`src/hw/lamp_pkg.sv`:
```
// Purpose: constants, types and register map of the status lamp encoder
// Assumes: 40 MHz pclk, APB with 32-bit data
// Notes: lamp outputs are colour plus flash mode per lamp
// Operation
// - after power-up the state lamp shows orange until start-up completes.
// - state lamp uses on, slow, fast; safety lamp off, on, slow, fast; link lamp off, on, slow; fieldbus lamp adds variable to off, on, slow, fast.
// - no fault and nothing higher: state lamp steady green.
// - commissioning or factory reset: state lamp green slow flash.
// - firmware done, awaiting power cycle: state and fieldbus lamps red slow.
// - fault present: state lamp red fast.
// - wrong card or failed firmware: state and fieldbus lamps red fast.
// - safety enabled but none active: safety lamp steady yellow.
// - safety active without safety fault: safety lamp yellow slow.
// - safety fault: stop response raised and safety lamp yellow fast.
// - healthy network communication: link lamp steady green.
// - device naming active: link lamp green slow.
// - no network communication: link lamp off.
// - network variant with process data exchange: fieldbus lamp off.
// - network variant, bus up but no data: fieldbus red slow, unless state red slow.
// - network variant bad parameters, card or firmware: both lamps red fast.
// - network variant without connection: fieldbus red fast, unless state red fast.
// - serial variants with monitoring setting zero: fieldbus lamp dark.
// - profibus variant: data exchange green steady, unused interface off.
// - profibus configuration fault: fieldbus red slow, unless state red slow.
// - profibus bus error: fieldbus red fast, unless state red fast.
// - slow flash runs at 0.5 Hz.
package lamp_pkg;

   localparam int unsigned CLK_HZ        = 40_000_000;
   localparam int unsigned SLOW_MHZ      = 500;      // 0.5 Hz in millihertz
   localparam int unsigned FAST_HZ       = 2;
   // half periods in cycles
   localparam int unsigned SLOW_HALF_CYC = CLK_HZ;   // 1 s half of 2 s period
   localparam int unsigned FAST_HALF_CYC = CLK_HZ / (2 * FAST_HZ);
   localparam int unsigned BOOT_CYC      = CLK_HZ;   // orange phase after reset

   localparam logic [11:0] ADDR_CTRL   = 12'h000;
   localparam logic [11:0] ADDR_COND   = 12'h004;
   localparam logic [11:0] ADDR_LAMPS  = 12'h008;
   localparam logic [11:0] ADDR_STATUS = 12'h00C;

   // control register fields
   localparam int unsigned CTRL_START  = 0;
   localparam int unsigned CTRL_FAULT  = 1;
   localparam int unsigned CTRL_VAR_LO = 4;   // two bits of bus variant
   localparam int unsigned CTRL_MON_LO = 8;   // eight bits of monitoring setting
   localparam logic [7:0]  MON_OFF     = 8'h00;

   typedef enum logic [1:0] {
      VAR_PROFINET = 2'h0,
      VAR_PROFIBUS = 2'h1,
      VAR_SERIAL   = 2'h2
   } variant_t;

   typedef enum logic [2:0] {
      FL_OFF  = 3'h0,
      FL_ON   = 3'h1,
      FL_SLOW = 3'h2,
      FL_FAST = 3'h3,
      FL_VAR  = 3'h4
   } flash_t;

   typedef enum logic [2:0] {
      COL_NONE   = 3'h0,
      COL_GREEN  = 3'h1,
      COL_RED    = 3'h2,
      COL_YELLOW = 3'h3,
      COL_ORANGE = 3'h4
   } colour_t;

   typedef struct packed {
      colour_t colour;
      flash_t  mode;
      logic    lit;
   } lamp_t;

   // condition register bit positions
   typedef struct packed {
      logic bus_error;        // 15
      logic baud_search;      // 14
      logic bus_config_fault; // 13
      logic bus_unused;       // 12
      logic bus_no_link;      // 11
      logic bus_no_data;      // 10
      logic bus_data_active;  // 9
      logic bad_params;       // 8
      logic pn_naming;        // 7
      logic pn_ok;            // 6
      logic safety_fault;     // 5
      logic safety_active;    // 4
      logic safety_enabled;   // 3
      logic fw_updating;      // 2
      logic fw_wait_cycle;    // 1
      logic fw_bad_or_card;   // 0
   } cond_t;

   typedef enum logic [4:0] {
      ST_BOOT  = 5'h01,
      ST_FW    = 5'h02,
      ST_FAULT = 5'h04,
      ST_COMM  = 5'h08,
      ST_READY = 5'h10
   } rdy_state_t;

endpackage

```
`src/hw/lamp_blinker.sv`:
```
// Purpose: shared free-running flash phase generator
// Assumes: one clock, active-low asynchronous reset
// Notes: all lamps read the same phases so equal rates stay in phase
`timescale 1ns/1ps
module lamp_blinker #(
   parameter int unsigned SLOW_HALF = 40_000_000,
   parameter int unsigned FAST_HALF = 10_000_000,
   parameter int unsigned VAR_HALF  = 20_000_000
) (
   input  wire logic pclk,
   input  wire logic presetn,
   output logic      slow_ph,
   output logic      fast_ph,
   output logic      var_ph
);
   logic [31:0] slow_q, fast_q, var_q;
   logic        slow_ph_q, fast_ph_q, var_ph_q;
   logic        var_sel_q;
   wire         slow_wrap = (slow_q == 32'(SLOW_HALF - 1));
   wire         fast_wrap = (fast_q == 32'(FAST_HALF - 1));
   wire         var_wrap  = (var_q  == (var_sel_q ? 32'(VAR_HALF - 1) : 32'(FAST_HALF - 1)));

   always_ff @(posedge pclk or negedge presetn) begin
      if (!presetn) begin
         slow_q    <= 32'h0;
         fast_q    <= 32'h0;
         var_q     <= 32'h0;
         slow_ph_q <= 1'b0;
         fast_ph_q <= 1'b0;
         var_ph_q  <= 1'b0;
         var_sel_q <= 1'b0;
      end else begin
         slow_q    <= slow_wrap ? 32'h0 : slow_q + 32'h1;
         fast_q    <= fast_wrap ? 32'h0 : fast_q + 32'h1;
         var_q     <= var_wrap ? 32'h0 : var_q + 32'h1;
         slow_ph_q <= slow_wrap ? ~slow_ph_q : slow_ph_q;
         fast_ph_q <= fast_wrap ? ~fast_ph_q : fast_ph_q;
         var_ph_q  <= var_wrap ? ~var_ph_q : var_ph_q;
         // variable rate alternates between two half periods
         var_sel_q <= var_wrap ? ~var_sel_q : var_sel_q;
      end
   end

   assign slow_ph = slow_ph_q;
   assign fast_ph = fast_ph_q;
   assign var_ph  = var_ph_q;

   chk_fast_shorter: assert property (@(posedge pclk) disable iff (!presetn)
      FAST_HALF < SLOW_HALF) else $error("fast flash not shorter than slow");
endmodule

```
`src/hw/status_lamp_encoder.sv`:
```
// Purpose: encodes drive diagnostic conditions into four lamp patterns
// Assumes: conditions written by firmware over APB; 40 MHz pclk
// Notes: outputs give colour, flash mode and the instantaneous lit level
`timescale 1ns/1ps
module status_lamp_encoder
   import lamp_pkg::*;
#(
   parameter int unsigned BOOT_CYCLES = lamp_pkg::BOOT_CYC,
   parameter int unsigned SLOW_HALF   = lamp_pkg::SLOW_HALF_CYC,
   parameter int unsigned FAST_HALF   = lamp_pkg::FAST_HALF_CYC
) (
   input  wire logic        pclk,
   input  wire logic        presetn,
   input  wire logic        psel,
   input  wire logic        penable,
   input  wire logic        pwrite,
   input  wire logic [11:0] paddr,
   input  wire logic [31:0] pwdata,
   output logic      [31:0] prdata,
   output logic             pready,
   output logic             pslverr,
   output lamp_pkg::lamp_t  state_lamp,
   output lamp_pkg::lamp_t  fieldbus_lamp,
   output lamp_pkg::lamp_t  safety_lamp,
   output lamp_pkg::lamp_t  link_lamp,
   output logic             stop_request
);
   import lamp_pkg::*;

   // ---------------- APB slave ----------------
   logic [31:0] ctrl_q;
   cond_t       cond_q;
   logic [31:0] prdata_q;
   logic        pready_q;
   logic        pslverr_q;

   wire acc_new  = psel && penable && !pready_q;
   wire acc      = psel && penable && pready_q;
   // unmapped offsets: writes dropped, reads give zero with an error
   wire hit_ctrl = (paddr == ADDR_CTRL);
   wire hit_cond = (paddr == ADDR_COND);
   wire hit_lmp  = (paddr == ADDR_LAMPS);
   wire hit_stat = (paddr == ADDR_STATUS);
   wire mapped   = hit_ctrl || hit_cond || hit_lmp || hit_stat;
   wire wr_ok    = acc && pwrite;

   variant_t   variant;
   logic [7:0] mon_setting;
   assign variant     = variant_t'(ctrl_q[CTRL_VAR_LO +: 2]);
   assign mon_setting = ctrl_q[CTRL_MON_LO +: 8];

   lamp_t      st_q, fb_q, sf_q, lk_q;
   rdy_state_t rdy_q, rdy_d;
   logic       stop_q;
   logic [31:0] boot_q;

   wire [31:0] lamp_word = {4'h0, st_q, fb_q, sf_q, lk_q};
   wire [31:0] stat_word = {26'h0, stop_q, rdy_q};
   wire [31:0] rd_mux = hit_ctrl ? ctrl_q :
                        hit_cond ? {16'h0, cond_q} :
                        hit_lmp  ? lamp_word :
                        hit_stat ? stat_word : 32'h0;

   // one wait state: answer is ready on the second access cycle
   always_ff @(posedge pclk or negedge presetn) begin
      if (!presetn) begin
         pready_q  <= 1'b0;
         pslverr_q <= 1'b0;
         prdata_q  <= 32'h0;
      end else begin
         pready_q  <= acc_new;
         pslverr_q <= acc_new && !mapped;
         prdata_q  <= (acc_new && !pwrite) ? rd_mux : 32'h0;
      end
   end

   always_ff @(posedge pclk or negedge presetn) begin
      if (!presetn) begin
         ctrl_q <= 32'h0;
         cond_q <= '0;
      end else begin
         if (wr_ok && hit_ctrl) ctrl_q <= pwdata;
         if (wr_ok && hit_cond) cond_q <= cond_t'(pwdata[15:0]);
      end
   end

   assign prdata  = prdata_q;
   assign pready  = pready_q;
   assign pslverr = pslverr_q;

   // ---------------- flash phases ----------------
   logic slow_ph, fast_ph, var_ph;
   lamp_blinker #(
      .SLOW_HALF (SLOW_HALF),
      .FAST_HALF (FAST_HALF),
      .VAR_HALF  (SLOW_HALF / 2)
   ) u_blink (
      .pclk    (pclk),
      .presetn (presetn),
      .slow_ph (slow_ph),
      .fast_ph (fast_ph),
      .var_ph  (var_ph)
   );

   function automatic lamp_t mk(input colour_t c, input flash_t m,
                                input logic s, input logic f, input logic v);
      lamp_t l;
      l.colour = (m == FL_OFF) ? COL_NONE : c;
      l.mode   = m;
      case (m)
         FL_ON:   l.lit = 1'b1;
         FL_SLOW: l.lit = s;
         FL_FAST: l.lit = f;
         FL_VAR:  l.lit = v;
         default: l.lit = 1'b0;
      endcase
      return l;
   endfunction

   // ---------------- state lamp sequencer ----------------
   wire boot_done = (boot_q == 32'(BOOT_CYCLES - 1));
   wire card_err  = cond_q.fw_bad_or_card ||
                    (variant == VAR_PROFINET && cond_q.bad_params);

   always_comb begin
      rdy_d = rdy_q;
      case (rdy_q)
         ST_BOOT: rdy_d = boot_done ? ST_READY : ST_BOOT;
         ST_FW, ST_FAULT, ST_COMM, ST_READY: begin
            // fixed priority once start-up ends
            if (card_err || cond_q.fw_wait_cycle || cond_q.fw_updating) rdy_d = ST_FW;
            else if (ctrl_q[CTRL_FAULT])       rdy_d = ST_FAULT;
            else if (ctrl_q[CTRL_START])       rdy_d = ST_COMM;
            else                               rdy_d = ST_READY;
         end
         // an illegal one-hot code returns to ST_BOOT, which passes straight on since boot_q keeps its final count
         default: rdy_d = ST_BOOT;
      endcase
   end

   always_ff @(posedge pclk or negedge presetn) begin
      if (!presetn) begin
         rdy_q  <= ST_BOOT;
         boot_q <= 32'h0;
      end else begin
         rdy_q  <= rdy_d;
         boot_q <= (rdy_q == ST_BOOT && !boot_done) ? boot_q + 32'h1 : boot_q;
      end
   end

   // ---------------- lamp decode ----------------
   // red-slow and red-fast state tests gate the fieldbus lamp's network and profibus bus states; serial red fast is not gated
   lamp_t st_d, fb_d, sf_d, lk_d;
   wire st_red_slow = (st_d.colour == COL_RED) && (st_d.mode == FL_SLOW);
   wire st_red_fast = (st_d.colour == COL_RED) && (st_d.mode == FL_FAST);

   always_comb begin
      case (rdy_q)
         ST_BOOT:  st_d = mk(COL_ORANGE, FL_ON, slow_ph, fast_ph, var_ph);
         ST_FW: begin
            if (card_err)                  st_d = mk(COL_RED, FL_FAST, slow_ph, fast_ph, var_ph);
            else if (cond_q.fw_wait_cycle) st_d = mk(COL_RED, FL_SLOW, slow_ph, fast_ph, var_ph);
            else                           st_d = mk(COL_RED, FL_ON, slow_ph, fast_ph, var_ph);
         end
         ST_FAULT: st_d = mk(COL_RED, FL_FAST, slow_ph, fast_ph, var_ph);
         ST_COMM:  st_d = mk(COL_GREEN, FL_SLOW, slow_ph, fast_ph, var_ph);
         ST_READY: st_d = mk(COL_GREEN, FL_ON, slow_ph, fast_ph, var_ph);
         default:  st_d = mk(COL_ORANGE, FL_ON, slow_ph, fast_ph, var_ph);
      endcase
   end

   // firmware states win over every bus variant on this lamp
   always_comb begin
      fb_d = mk(COL_NONE, FL_OFF, slow_ph, fast_ph, var_ph);
      if (rdy_q == ST_BOOT) begin
         fb_d = mk(COL_NONE, FL_OFF, slow_ph, fast_ph, var_ph);
      end else if (rdy_q == ST_FW && card_err) begin
         fb_d = mk(COL_RED, FL_FAST, slow_ph, fast_ph, var_ph);
      end else if (rdy_q == ST_FW && cond_q.fw_wait_cycle) begin
         fb_d = mk(COL_RED, FL_SLOW, slow_ph, fast_ph, var_ph);
      end else if (rdy_q == ST_FW) begin
         fb_d = mk(COL_YELLOW, FL_VAR, slow_ph, fast_ph, var_ph);
      end else begin
         case (variant)
            VAR_PROFINET: begin
               if (cond_q.bus_data_active)
                  fb_d = mk(COL_NONE, FL_OFF, slow_ph, fast_ph, var_ph);
               else if (cond_q.bus_no_link && !st_red_fast)
                  fb_d = mk(COL_RED, FL_FAST, slow_ph, fast_ph, var_ph);
               else if (cond_q.bus_no_data && !st_red_slow)
                  fb_d = mk(COL_RED, FL_SLOW, slow_ph, fast_ph, var_ph);
            end
            VAR_PROFIBUS: begin
               if (cond_q.bus_data_active)
                  fb_d = mk(COL_GREEN, FL_ON, slow_ph, fast_ph, var_ph);
               else if (cond_q.bus_unused)
                  fb_d = mk(COL_NONE, FL_OFF, slow_ph, fast_ph, var_ph);
               else if ((cond_q.bus_error || cond_q.baud_search || cond_q.bus_no_link)
                        && !st_red_fast)
                  fb_d = mk(COL_RED, FL_FAST, slow_ph, fast_ph, var_ph);
               else if (cond_q.bus_config_fault && !st_red_slow)
                  fb_d = mk(COL_RED, FL_SLOW, slow_ph, fast_ph, var_ph);
            end
            VAR_SERIAL: begin
               if (mon_setting == MON_OFF)
                  fb_d = mk(COL_NONE, FL_OFF, slow_ph, fast_ph, var_ph);
               else if (cond_q.bus_data_active)
                  fb_d = mk(COL_GREEN, FL_ON, slow_ph, fast_ph, var_ph);
               else if (cond_q.bus_no_link || cond_q.bus_error)
                  fb_d = mk(COL_RED, FL_FAST, slow_ph, fast_ph, var_ph);
            end
            default: fb_d = mk(COL_NONE, FL_OFF, slow_ph, fast_ph, var_ph);
         endcase
      end
   end

   // safety lamp stays dark during start-up, like the fieldbus and link lamps
   always_comb begin
      if (rdy_q == ST_BOOT)
         sf_d = mk(COL_NONE, FL_OFF, slow_ph, fast_ph, var_ph);
      else if (cond_q.safety_fault)
         sf_d = mk(COL_YELLOW, FL_FAST, slow_ph, fast_ph, var_ph);
      else if (cond_q.safety_active)
         sf_d = mk(COL_YELLOW, FL_SLOW, slow_ph, fast_ph, var_ph);
      else if (cond_q.safety_enabled)
         sf_d = mk(COL_YELLOW, FL_ON, slow_ph, fast_ph, var_ph);
      else
         sf_d = mk(COL_NONE, FL_OFF, slow_ph, fast_ph, var_ph);
   end

   // link lamp exists for the network variant only; others keep it dark
   always_comb begin
      if (rdy_q == ST_BOOT || variant != VAR_PROFINET)
         lk_d = mk(COL_NONE, FL_OFF, slow_ph, fast_ph, var_ph);
      else if (cond_q.pn_naming)
         lk_d = mk(COL_GREEN, FL_SLOW, slow_ph, fast_ph, var_ph);
      else if (cond_q.pn_ok)
         lk_d = mk(COL_GREEN, FL_ON, slow_ph, fast_ph, var_ph);
      else
         lk_d = mk(COL_NONE, FL_OFF, slow_ph, fast_ph, var_ph);
   end

   // registered lamp outputs; one cycle behind rdy_q and the conditions
   always_ff @(posedge pclk or negedge presetn) begin
      if (!presetn) begin
         st_q   <= '0;
         fb_q   <= '0;
         sf_q   <= '0;
         lk_q   <= '0;
         stop_q <= 1'b0;
      end else begin
         st_q   <= st_d;
         fb_q   <= fb_d;
         sf_q   <= sf_d;
         lk_q   <= lk_d;
         stop_q <= cond_q.safety_fault && rdy_q != ST_BOOT;
      end
   end

   assign state_lamp    = st_q;
   assign fieldbus_lamp = fb_q;
   assign safety_lamp   = sf_q;
   assign link_lamp     = lk_q;
   assign stop_request  = stop_q;

   // ---------------- checks ----------------
   chk_boot_orange: assert property (@(posedge pclk) disable iff (!presetn)
      ($past(presetn) && $past(rdy_q) == ST_BOOT) |-> state_lamp.colour == COL_ORANGE)
      else $error("state lamp not orange during start-up");

   chk_fault_fast: assert property (@(posedge pclk) disable iff (!presetn)
      $past(rdy_q) == ST_FAULT |-> state_lamp.mode == FL_FAST
                                   && state_lamp.colour == COL_RED)
      else $error("fault not shown as red fast");

   chk_card_both: assert property (@(posedge pclk) disable iff (!presetn)
      ($past(rdy_q) == ST_FW && $past(card_err)) |->
         fieldbus_lamp.mode == FL_FAST && state_lamp.mode == FL_FAST)
      else $error("card error not on both lamps");

   chk_safety_stop: assert property (@(posedge pclk) disable iff (!presetn)
      stop_request |-> safety_lamp.mode == FL_FAST)
      else $error("stop without fast safety lamp");

   chk_ready_green: assert property (@(posedge pclk) disable iff (!presetn)
      $past(rdy_q) == ST_READY |-> state_lamp == lamp_t'({COL_GREEN, FL_ON, 1'b1}))
      else $error("ready state not steady green");

   chk_serial_dark: assert property (@(posedge pclk) disable iff (!presetn)
      ($past(variant) == VAR_SERIAL && $past(mon_setting) == MON_OFF
       && $past(rdy_q) inside {ST_READY, ST_COMM, ST_FAULT}) |->
         fieldbus_lamp.mode == FL_OFF)
      else $error("serial fieldbus lamp lit with monitoring off");

   chk_link_off: assert property (@(posedge pclk) disable iff (!presetn)
      ($past(cond_q.pn_ok) == 1'b0 && $past(cond_q.pn_naming) == 1'b0)
         |-> link_lamp.mode == FL_OFF)
      else $error("link lamp lit without communication");

   chk_apb_wait: assert property (@(posedge pclk) disable iff (!presetn)
      (psel && penable && !pready) |=> pready)
      else $error("apb answer not after one wait");

   chk_wait_slow: assert property (@(posedge pclk) disable iff (!presetn)
      ($past(rdy_q) == ST_FW && $past(cond_q.fw_wait_cycle) && !$past(card_err)) |->
         state_lamp.mode == FL_SLOW && fieldbus_lamp.mode == FL_SLOW)
      else $error("firmware wait not slow on both lamps");

   chk_safe_steady: assert property (@(posedge pclk) disable iff (!presetn)
      ($past(rdy_q) != ST_BOOT && $past(cond_q.safety_enabled) && !$past(cond_q.safety_active)
       && !$past(cond_q.safety_fault)) |-> safety_lamp == lamp_t'({COL_YELLOW, FL_ON, 1'b1}))
      else $error("enabled safety not steady yellow");

   chk_safe_slow: assert property (@(posedge pclk) disable iff (!presetn)
      ($past(rdy_q) != ST_BOOT && $past(cond_q.safety_active) && !$past(cond_q.safety_fault))
         |-> safety_lamp.mode == FL_SLOW) else $error("active safety not slow yellow");

   chk_link_naming: assert property (@(posedge pclk) disable iff (!presetn)
      ($past(rdy_q) != ST_BOOT && $past(variant) == VAR_PROFINET && $past(cond_q.pn_naming))
         |-> link_lamp.mode == FL_SLOW) else $error("naming not shown as slow green");

   chk_link_green: assert property (@(posedge pclk) disable iff (!presetn)
      ($past(rdy_q) != ST_BOOT && $past(variant) == VAR_PROFINET && $past(cond_q.pn_ok)
       && !$past(cond_q.pn_naming)) |-> link_lamp.mode == FL_ON)
      else $error("healthy network not steady green");

   chk_pn_data_off: assert property (@(posedge pclk) disable iff (!presetn)
      ($past(rdy_q) inside {ST_READY, ST_COMM, ST_FAULT} && $past(variant) == VAR_PROFINET
       && $past(cond_q.bus_data_active)) |-> fieldbus_lamp.mode == FL_OFF)
      else $error("fieldbus lamp lit during process data");

   chk_pb_data_green: assert property (@(posedge pclk) disable iff (!presetn)
      ($past(rdy_q) inside {ST_READY, ST_COMM, ST_FAULT} && $past(variant) == VAR_PROFIBUS
       && $past(cond_q.bus_data_active)) |-> fieldbus_lamp.mode == FL_ON)
      else $error("fieldbus lamp not green during data exchange");

   chk_lit_slow: assert property (@(posedge pclk) disable iff (!presetn)
      state_lamp.mode == FL_SLOW |-> state_lamp.lit == $past(slow_ph))
      else $error("slow state lamp out of phase");

   chk_fw_red: assert property (@(posedge pclk) disable iff (!presetn)
      $past(rdy_q) == ST_FW |-> state_lamp.colour == COL_RED)
      else $error("firmware state not shown red");

   chk_comm_slow: assert property (@(posedge pclk) disable iff (!presetn)
      $past(rdy_q) == ST_COMM |-> state_lamp.mode == FL_SLOW && state_lamp.colour == COL_GREEN)
      else $error("commissioning not slow green");
endmodule

```
`config.mk`:
```
export PLATFORM = sky130hd
export DESIGN_NAME = status_lamp_encoder
export DESIGN_NICKNAME = d
export VERILOG_FILES = /design/src/hw/lamp_pkg.sv /design/src/hw/lamp_blinker.sv /design/src/hw/status_lamp_encoder.sv
export SDC_FILE = /design/constraint.sdc
export NUM_CORES = 1
export LEC_CHECK = 0
export BUFFER_PORTS_ARGS = -buffer_cell sky130_fd_sc_hd__buf_2
export CAP_MARGIN = 0
export CORE_MARGIN = 4
export CORE_UTILIZATION = 59
export CTS_CLUSTER_DIAMETER = 40
export DETAILED_ROUTE_END_ITERATION = 16
export GPL_TIMING_DRIVEN = 0
export PLACE_DENSITY = 0.8
export SLEW_MARGIN = 20
export SYNTH_ARGS = -nofsm -noshare
export SYNTH_HDL_FRONTEND = slang
export SYNTH_HIERARCHICAL = 1
export SYNTH_SLANG_ARGS = --single-unit
```
`constraint.sdc`:
```
create_clock -name pclk -period 2.8 [get_ports pclk]
set_input_delay 0.56 -clock pclk [delete_from_list [all_inputs] [get_ports pclk]]
set_output_delay 0.56 -clock pclk [all_outputs]
set_load 0.01 [all_outputs]
```
==> reports/summary.txt, run 1 <==
GR Layer Usage met3 - 0.03869
CTS Buf Count - 31
Nets - 1199
# clock sinks - 240
Most used routing layer - met2
Routed vias/inst - 5.854
Peak supply drop - 0.4791 mV
Min Hold Slack - 0.01118 ns
Crit Path Class - reg -> reg
Die Y - 144.6 um
Quantity of I/O buffers inserted on ports - 102
Post-route minimum period - 2.619 ns
Total power - 0.007411 W
DRC Markers - 0
Final Cycle Share - 0.9355
Area Growth Syn to Fin - 17.33%
Post-synth EDFFs - 0
Largest net degree at the start of global routing - 99
Cells after Synth - 1003
Clk Latency, worst-skew pair - 0.54 ns
Clock share of power - 0.510
Final WS setup - 0.1806 ns
Max cap viols - 0
Synthesis Warnings - 6
Post-synthesis cell type count - 70
Starting Density - 0.6066
P_int - 0.005785 W
Die extent in x - 144.6 um
Synth area leader - dfrtp_1
Register clock-pin slew on the reported worst setup and hold paths - 0.06 ns
RePlAce Congestion - 0.8710
Peak Freq - 381.8 MHz
Core ar. - 0.01815 mm^2
Place WS - -0.09562 ns
Clk buf depth - 3
Starting DRT DRC Count - 558
Worst setup EP type - flip-flop
First-pass GRT wire length - 39300 um
Power density cells - 573.7 mW/mm^2
Most frequent cells in the layout - dfrtp_1, nor2_1, buf_2
H-tree depth - 1
Fraction of registers with async set/reset - 1.000
# setup viols final - 0
Post-synthesis average cell area - 10.98 um^2
Vias in the first global route - 8053
Non-Filler Instances - 1401
DR WL/cell - 17.33 um
Switch share - 0.2194
Post-synthesis cell area - 0.01101 mm^2
CP max FO - 10
NetSw - 0.001626 W
Reg2reg path depth - 6
Clock Root Buffer - clkbuf_16
Slew @ Worst Pin - 1.011 ns
Max Slew Vio Count - 0
Max-slew headroom - 0.3197
I/O pins - 112
Die area - 0.02091 mm^2
Post-synth top area share - 0.5433
Ranking of synthesized cells by area - dfrtp_1, xnor2_1, xor2_1
Arrival @ worst endpoint - 3.04 ns
CP Launch Type - flip-flop
Most common cell after layout, fill and taps aside - dfrtp_1
HP Class - in -> async
Antenna Nets Post-Route - 0
M2 GR Usage - 0.3836
Reg2reg start - rdy_q[3]
Detail Placement HPWL - 16410 um
Lkg Pwr - 6.243 nW
Sequential element share of the synthesized area - 0.5457
FF+latch count, synth - 240
Cts hold-fix bufs - 0
Final wirelength - 24280 um
M1 GR Usage - 0.3128
Via count - 8201
Fraction of layout cells with a size suffix above 1 - 0.1778
Router iterations before antenna repair - 5
Commonest register cell after synthesis - dfrtp_1
GR Overflow Total - 0
CP Data Required Time - 3.22 ns
Rows - 49
CTS tree - done
GRT Total Usage - 0.2291
Fin. Hold Viols - 0
Status - complete, no violations
Setup slack, reg-to-reg - 0.18 ns
Initial antenna violation count - 2
RSZ-0062 raised after global routing - no
Reg power frac - 0.469
Reg2reg end - boot_q[22]
Skew final - 0.008706 ns
Comb pwr share - 0.021
Cell total after placement - 1342
## registers in the layout, summed over array words and instances, names as in the netlist, 4 cells and up
name,cells
state_lamp,6
fieldbus_lamp,6
cond_q,16
rdy_q,5
boot_q,32
ctrl_q,32
prdata,32
u_blink/fast_q,32
u_blink/var_q,32
safety_lamp,4
link_lamp,4
u_blink/slow_q,32
## power groups by stage
stage          Combinational [W]  Sequential (W)  Clock [W]
2_1_floorplan          0.0000353         0.00354          0
4_1_cts                 0.000164         0.00347    0.00384
6_report                0.000159         0.00347    0.00378
3_3_place_gp            0.000150         0.00354          0
5_1_grt                 0.000181         0.00347    0.00400
3_5_place_dp            0.000162         0.00353          0
## synthesized netlist by cell type (14+ instances only)
cell	number
a21oi_1	25
a22oi_1	15
and3_1	32
clkbuf_1	14
dfrtp_1	239
inv_1	18
mux2_1	40
nand2_1	62
nand3_1	53
nand4_1	40
nor2_1	113
nor3_1	25
nor4_1	19
o21ai_0	14
xnor2_1	58
xor2_1	58
## per-layer routing
layer  part of all wire  routed length (um)
met4              0.023                 570
met3              0.059                1424
met2               0.48               11720
met1               0.44               10560
met5                  0                   0
## worst max-delay path, stage by stage, from the launching register on
cell,delay (ns)
dfrtp_1,0.39
buf_2,0.20
nor3_1,0.33
nand4b_1,0.28
nor4_1,0.90
nand3_1,0.22
xnor2_1,0.18
## worst max-delay path by stage
| stage | slack [ns] | end | depth (start not counted) | startpoint |
|---|---|---|---|---|
| global placement | -2.91 | boot_q[23] | 1 | presetn |
| finish | 0.18 | boot_q[22] | 6 | rdy_q[3] |
| floorplan | 0.40 | ctrl_q[10] | 6 | paddr[7] |
| CTS | 0.21 | boot_q[23] | 6 | rdy_q[3] |
| global route | 0.04 | boot_q[22] | 5 | rdy_q[0] |
| detailed placement | -0.1 | ctrl_q[7] | 7 | paddr[7] |
## cell families (layout without fill, tap and decap cells)
family	Yosys count	after routing	synth area share
other cells	1	9	0.0003407
xor+xnor	116	116	0.09229
fa+ha+maj	4	4	0.004547
buf+inv	53	214	0.02432
compound gates	85	85	0.05092
flops	240	240	0.5457
simple gates	441	441	0.2188
mux	63	63	0.06308
## cell type report
class | count | area (um^2)
Sequential cell | 240 | 6007
Fill cell | 1281 | 5231
Multi-Input combinational cell | 716 | 4768
Clock buffer | 35 | 800.8
Timing Repair Buffer | 104 | 575.6
Tap cell | 229 | 286.5
Clock inverter | 22 | 205.2
Buffer | 35 | 200.2
Inverter | 18 | 67.56
Antenna cell | 2 | 5.005
## stage by stage
stage / cell area, um^2 / utilization / TNS, ns
floorplan: 11030 / - / 0
global placement: 11830 / 0.6518 / -693.25
detailed placement: 11890 / 0.6553 / -1.882
CTS: 12900 / 0.7108 / 0
global route: 12920 / 0.7117 / 0
finish: 12920 / 0.7117 / 0
## repair_timing
item | CTS | global route
hold endpoints to repair | 0 | 0
setup endpoints to repair | 0 | 1
gates resized for setup | 0 | 1
buffers inserted | 0 | 0
Power figures use the tool's default switching activity.
==> inputs of run 2 (changes only) <==
--- a/config.mk
+++ b/config.mk
@@ -13,8 +13,7 @@
 export DETAILED_ROUTE_END_ITERATION = 16
 export GPL_TIMING_DRIVEN = 0
 export PLACE_DENSITY = 0.8
-export SLEW_MARGIN = 20
+export SLEW_MARGIN = 40
 export SYNTH_ARGS = -nofsm -noshare
 export SYNTH_HDL_FRONTEND = slang
-export SYNTH_HIERARCHICAL = 1
 export SYNTH_SLANG_ARGS = --single-unit
==> run 2 against run 1 <==
Effect of this change:
- worst hold slack better by 0.23 ns
- cell count stayed put
- utilization is 0.83 points higher
- critical endpoint is now ctrl_q[2]
- via count is 0.41% lower
- combinational power is 7% higher
- clock-buffer cell count is 2 higher
- synthesized cell count is 0.30% lower
- largest power group unchanged
- flip-flop and latch count stayed put
- largest cell class unchanged
==> reports/summary.txt, run 2 <==
Max-slew headroom - 0.4836 (+0.1639)
DR WL/cell - 17.30 um (-0.19%)
GRT Total Usage - 0.2343 (+0.005153)
Synthesis Warnings - 0 (-6)
Non-Filler Instances - 1401 (unchanged)
Final wirelength - 24230 um (-0.19%)
Post-synthesis cell area - 0.01100 mm^2 (about the same)
Detail Placement HPWL - 16620 um (+1.3%)
Post-synth top area share - 0.5438 (about the same)
Crit Path Class - in -> reg
Most common cell in the synthesized netlist - dfrtp_1
Fillers - 1263 (-1.4%)
Most frequent cells in the layout - dfrtp_1, nor2_1, buf_2
CP Data Required Time - 3.22 ns (about the same)
Area Growth Syn to Fin - 18.82%
Arrival @ worst endpoint - 3.14 ns (+0.10 ns)
Clock Root Buffer - clkbuf_16
Peak Freq - 367.3 MHz (-3.8%)
Max Slew Vio Count - 0 (unchanged)
Post-synth EDFFs - 0 (unchanged)
Multi-input logic area - 0.004753 mm^2 (-0.31%)
Die extent in x - 144.5 um (about the same)
RePlAce Congestion - 0.9535 (+9.5%)
Synth area leader - dfrtp_1
Slew @ Worst Pin - 0.7682 ns (-0.2429 ns)
FF+latch count, synth - 240 (unchanged)
Sequential element share of the synthesized area - 0.5462 (about the same)
CTS Buf Count - 31 (unchanged)
Power density cells - 594.7 mW/mm^2 (+3.6%)
Via count - 8167 (-0.41%)
First-pass GRT wire length - 39940 um (+1.6%)
CP Launch Type - input pin
Clk buf depth - 3 (unchanged)
Status - complete, no violations
Fraction of layout cells with a size suffix above 1 - 0.2108 (+0.03297)
# clock sinks - 240 (unchanged)
Commonest register cell after synthesis - dfrtp_1
HP Class - in -> reg
Post-synthesis cell type count - 60 (-14%)
Die Y - 144.5 um (about the same)
Die area - 0.02089 mm^2 (about the same)
FF+latch area - 0.006007 mm^2 (unchanged)
Rows - 49 (unchanged)
DRC Markers - 0 (unchanged)
RSZ-0062 raised after global routing - no
Nets - 1200 (+0.083%)
# setup viols final - 0 (unchanged)
Clk Latency, worst-skew pair - 0.55 ns (about the same)
Core ar. - 0.01815 mm^2 (unchanged)
Routed vias/inst - 5.829 (-0.41%)
Skew final - 0.01461 ns (+0.005908 ns)
Peak supply drop - 0.5285 mV (+10%)
Post-synthesis average cell area - 11.00 um^2 (+0.21%)
Post-route minimum period - 2.723 ns (+0.1035 ns)
Cell total after placement - 1342 (unchanged)
Worst setup EP type - flip-flop
Fin. Hold Viols - 0 (unchanged)
ANT cells - 0 (-2)
Register clock-pin slew on the reported worst setup and hold paths - 0.06 ns (about the same)
Largest net degree at the start of global routing - 77 (-22%)
H-tree depth - 1 (unchanged)
CTS tree - done
Starting Density - 0.6060 (about the same)
Max cap viols - 0 (unchanged)
Initial antenna violation count - 0 (-2)
Router iterations before antenna repair - 5 (unchanged)
GR Overflow Total - 0 (unchanged)
Starting DRT DRC Count - 659 (+18%)
Most common cell after layout, fill and taps aside - dfrtp_1
I/O pins - 112 (unchanged)
Lkg Pwr - 6.178 nW (-1.0%)
Final core occ - 0.7201 (+0.008342)
Antenna Nets Post-Route - 0 (unchanged)
Cells after Synth - 1000 (-0.30%)
Ranking of synthesized cells by area - dfrtp_1, xnor2_1, mux2_2
CP max FO - 10 (unchanged)
Final Cycle Share - 0.9725 (+0.03695)
Quantity of I/O buffers inserted on ports - 104 (+2.0%)
Vias in the first global route - 8298 (+3.0%)
Commonest cells in the netlist - dfrtp_1, nor2_1, xnor2_1
Fraction of registers with async set/reset - 1.000 (unchanged)
Post-CTS Setup Bufs - 0 (unchanged)
[run 2: final cells by class]
class | count | area share
Tap cell | 229 | 0.02193
Timing Repair Buffer | 108 | 0.04768
Multi-Input combinational cell | 704 | 0.3638
Buffer | 44 | 0.01704
Clock buffer | 37 | 0.06339
Sequential cell | 240 | 0.4597
Inverter | 18 | 0.005170
Clock inverter | 21 | 0.02135
[run 2: worst paths after layout]
check / start / cells after the start / slack [ns] / end
setup / recovery: paddr[2] / 7 / 0.08 / ctrl_q[2]
hold / removal: pwdata[24] / 2 / 0.24 / ctrl_q[24]
setup reg to reg: rdy_q[2] / 6 / 0.40 / boot_q[25]
hold reg to reg: ctrl_q[20] / 1 / 0.48 / prdata[20]
max in group asynchronous: presetn / 3 / 1.71 / u_blink.var_q[30]
min in group asynchronous: presetn / 2 / 0.45 / boot_q[6]
[run 2: report_power, final]
group          internal (W)  switching [W]  total [W]
logic             0.0000561       0.000114   0.000170
clock network       0.00254        0.00159    0.00413
registers           0.00347     0.00000109    0.00347
total               0.00606        0.00171    0.00777
[run 2: routing by layer]
metal  global-route usage  routed length, um  vias up
li1                     -                  -     3810
met1               0.3163              10530     4029
met2               0.4021              11770      276
met3              0.03142               1349       52
met4              0.06333                580        0
met5                    0                  0        -
[run 2: metrics by stage]
stage                     worst slack, ns  area, um^2  setup TNS, ns  hold slack [ns]  total power, W
after floorplan                    0.5666       11020              0           0.2644        0.003572
after global placement             -2.915       11830        -703.60           0.4523        0.003688
after detailed placement          -0.4005       11940         -10.98           0.4263        0.003705
after CTS                          0.1659       13060              0           0.2234        0.007845
after global routing              0.09638       13070              0           0.2323        0.008009
final                             0.07711       13070              0           0.2438        0.007771
[run 2: cell families after synthesis]
group	synth area share
adders and majority gates	0.004551
other	0.0003410
and+or+nand+nor	0.2119
DFF	0.5462
buffers and inverters	0.02639
AOI/OAI and AO/OA	0.04164
muxes	0.06940
xor gates and xnor gates	0.09954
[run 2: critical path, stage by stage]
cell	delay [ns]
buf_2	0.11
clkbuf_1	0.28
nor2_1	0.48
nand4_1	0.54
nor2_2	0.43
buf_2	0.35
mux2_2	0.38
[run 2: repair_timing]
| item | CTS | global route |
|---|---|---|
| hold buffers | 1 | 0 |
| endpoints found under the hold margin | 21 | 0 |
| gates resized for setup | 0 | 1 |
| endpoints found under the setup margin | 0 | 3 |
==> inputs of run 3 (changes only) <==
--- a/config.mk
+++ b/config.mk
@@ -13,6 +13,7 @@
 export DETAILED_ROUTE_END_ITERATION = 16
 export GPL_TIMING_DRIVEN = 0
 export PLACE_DENSITY = 0.8
+export RECOVER_POWER = 100
 export SLEW_MARGIN = 40
 export SYNTH_ARGS = -nofsm -noshare
 export SYNTH_HDL_FRONTEND = slang
==> run 3 against run 2 <==
Effect of this change:
- the run now ends with max-capacitance violations, max-slew violations left
- largest power group unchanged
- routed wire length grew 0.50%
- combinational power down 4%
- critical path depth unchanged
- critical endpoint unchanged
- clock skew hardly changed
- critical path type unchanged
- highest routed layer unchanged
- clock power about the same
- cell count did not move
- clock-buffer cell count is the same
==> reports/summary.txt, run 3 (synthesized netlist as in run 2, its figures left out) <==
# clock sinks - 240 (unchanged)
Router iterations before antenna repair - 6 (+1)
CP Data Required Time - 3.22 ns (about the same)
Reg2reg path depth - 4 (-2)
Final WS setup - 0.09498 ns (+0.01787 ns)
CP max FO - 10 (unchanged)
Crit Path Class - in -> reg
DR WL/cell - 17.38 um (+0.50%)
Fin. Hold Viols - 0 (unchanged)
Routed vias/inst - 5.864 (+0.59%)
Hold Path Cell Cnt - 2 (unchanged)
Peak supply drop - 0.5296 mV (+0.21%)
Crit-path max cell delay - 0.53 ns (about the same)
Final Cycle Share - 0.9661 (-0.006383)
ANT cells - 0 (unchanged)
Fillers - 1312 (+3.9%)
Max-slew headroom - -0.04719 (-0.5308)
Peak Freq - 369.7 MHz (+0.66%)
Fraction of layout cells with a size suffix above 1 - 0.1468 (-0.06399)
Most common cell after layout, fill and taps aside - dfrtp_1
Skew final - 0.01490 ns (+0.0002876 ns)
Max cap viols - 1 (+1)
First-pass GRT wire length - 39940 um (unchanged)
Rows - 49 (unchanged)
GRT Total Usage - 0.2343 (unchanged)
Violated checks - max-capacitance violations, max-slew violations
Die area - 0.02089 mm^2 (unchanged)
Nets - 1200 (unchanged)
FF+latch area - 0.006007 mm^2 (unchanged)
Reg2reg end - u_blink.slow_q[5]
Post-route minimum period - 2.705 ns (-0.01787 ns)
# setup viols final - 0 (unchanged)
CTS Buf Count - 31 (unchanged)
CP startpoint - paddr[2]
Clk Latency, worst-skew pair - 0.55 ns (about the same)
RePlAce Congestion - 0.9535 (unchanged)
I/O pins - 112 (unchanged)
Final wirelength - 24360 um (+0.50%)
Vias in the first global route - 8298 (unchanged)
Final core occ - 0.7095 (-0.01055)
Slew @ Worst Pin - 1.571 ns (+0.8026 ns)
Core ar. - 0.01815 mm^2 (unchanged)
Clk buf depth - 3 (unchanged)
Initial antenna violation count - 0 (unchanged)
DRC Markers - 0 (unchanged)
CP Launch Type - input pin
Clock Root Buffer - clkbuf_16
Lkg Pwr - 5.857 nW (-5.2%)
H-tree depth - 1 (unchanged)
Via count - 8215 (+0.59%)
Power density cells - 603.1 mW/mm^2 (+1.4%)
Area Growth Syn to Fin - 17.08%
Crit-path cells - buf_2 -> clkbuf_1 -> nor2_1 -> nand4_1 -> nor2_2 -> clkbuf_2 -> mux2_2
Worst setup EP type - flip-flop
RSZ-0062 raised after global routing - no
Antenna Nets Post-Route - 0 (unchanged)
Place WS - -0.4005 ns (unchanged)
Design area - 0.01288 mm^2 (-1.5%)
Arrival @ worst endpoint - 3.12 ns (-0.02 ns)
Reg2reg start - u_blink.slow_q[10]
Quantity of I/O buffers inserted on ports - 104 (unchanged)
Starting Density - 0.6060 (unchanged)
Die extent in x - 144.5 um (unchanged)
Most frequent cells in the layout - dfrtp_1, nor2_1, clkbuf_1
Hold path start - pwdata[24]
Area after DPL - 0.01194 mm^2 (unchanged)
Register clock-pin slew on the reported worst setup and hold paths - 0.06 ns (about the same)
Largest net degree at the start of global routing - 77 (unchanged)
CTS tree - done
Die Y - 144.5 um (unchanged)
HP Class - in -> reg
Setup slack, reg-to-reg - 0.31 ns (-0.09 ns)
Starting DRT DRC Count - 607 (-7.9%)
Max Slew Vio Count - 23 (+23)
Hold Path End - ctrl_q[24]
Multi-input logic area - 0.004679 mm^2 (-1.6%)
Status - finished with violations
Detail Placement HPWL - 16620 um (unchanged)
GR Overflow Total - 0 (unchanged)
CP max stage cell - nand4_1
run 3: cell types whose count changed in the layout (fill, tap and decap cells not counted), moves of 2 or more:
cell      delta
and2_1      -11
mux2_4       -9
clkbuf_2     +6
buf_8        -2
buf_2       -63
nor4_2       -3
nor4_1       +4
and2_0      +11
mux2_1      +10
clkbuf_1    +61
run 3: how the worst max path moves through the flow:
| stage | to | slack [ns] | depth (start not counted) |
|---|---|---|---|
| floorplan | cond_q[10] | 0.57 | 6 |
| global placement | u_blink.fast_q[18] | -2.92 | 1 |
| detailed placement | ctrl_q[5] | -0.40 | 7 |
| CTS | ctrl_q[2] | 0.17 | 7 |
| global route | ctrl_q[2] | 0.07 | 7 |
| finish | ctrl_q[2] | 0.09 | 7 |
run 3: report_power, final:
part	internal, W	switching, W
clock	0.00254	0.00159
combinational	0.0000510	0.000112
sequential	0.00347	0.00000116
run 3: cell type report:
| type | instances | share of cell area |
|---|---|---|
| clock buffer | 37 | 0.06433 |
| tap | 229 | 0.02225 |
| inverter | 18 | 0.005247 |
| sequential | 240 | 0.4665 |
| buffer | 44 | 0.01584 |
| timing repair buffer | 108 | 0.04072 |
| multi-input combinational | 704 | 0.3634 |
| clock inverter | 21 | 0.02167 |
run 3: metrics by stage:
| stage | power [W] | instances | TNS [ns] | hold WS, ns |
|---|---|---|---|---|
| finish | 0.007766 | 1401 | 0 | 0.2423 |
| floorplan | 0.003572 | 1006 | 0 | 0.2644 |
| detailed placement | 0.003705 | 1342 | -10.98 | 0.4263 |
| global route | 0.008002 | 1401 | 0 | 0.2323 |
| global placement | 0.003688 | 1339 | -703.60 | 0.4523 |
| CTS | 0.007845 | 1401 | 0 | 0.2234 |
run 3: layer usage:
metal,global-route usage,wire length [um]
met5,0,0
met4,0.06333,601
met3,0.03142,1539
met2,0.4021,11880
met1,0.3163,10330
run 3: what timing repair did:
action | CTS | global route
setup buffers | 0 | 0
hold buffers | 1 | 0
gates resized for setup | 0 | 1
endpoints found under the setup margin | 0 | 3
endpoints found under the hold margin | 21 | 0
run 3: critical path: cells and delay by family:
| kind | cells | cell delay [ns] |
|---|---|---|
| AND/OR/NAND/NOR | 3 | 1.42 |
| buffers and inverters | 3 | 0.76 |
| multiplexers | 1 | 0.38 |
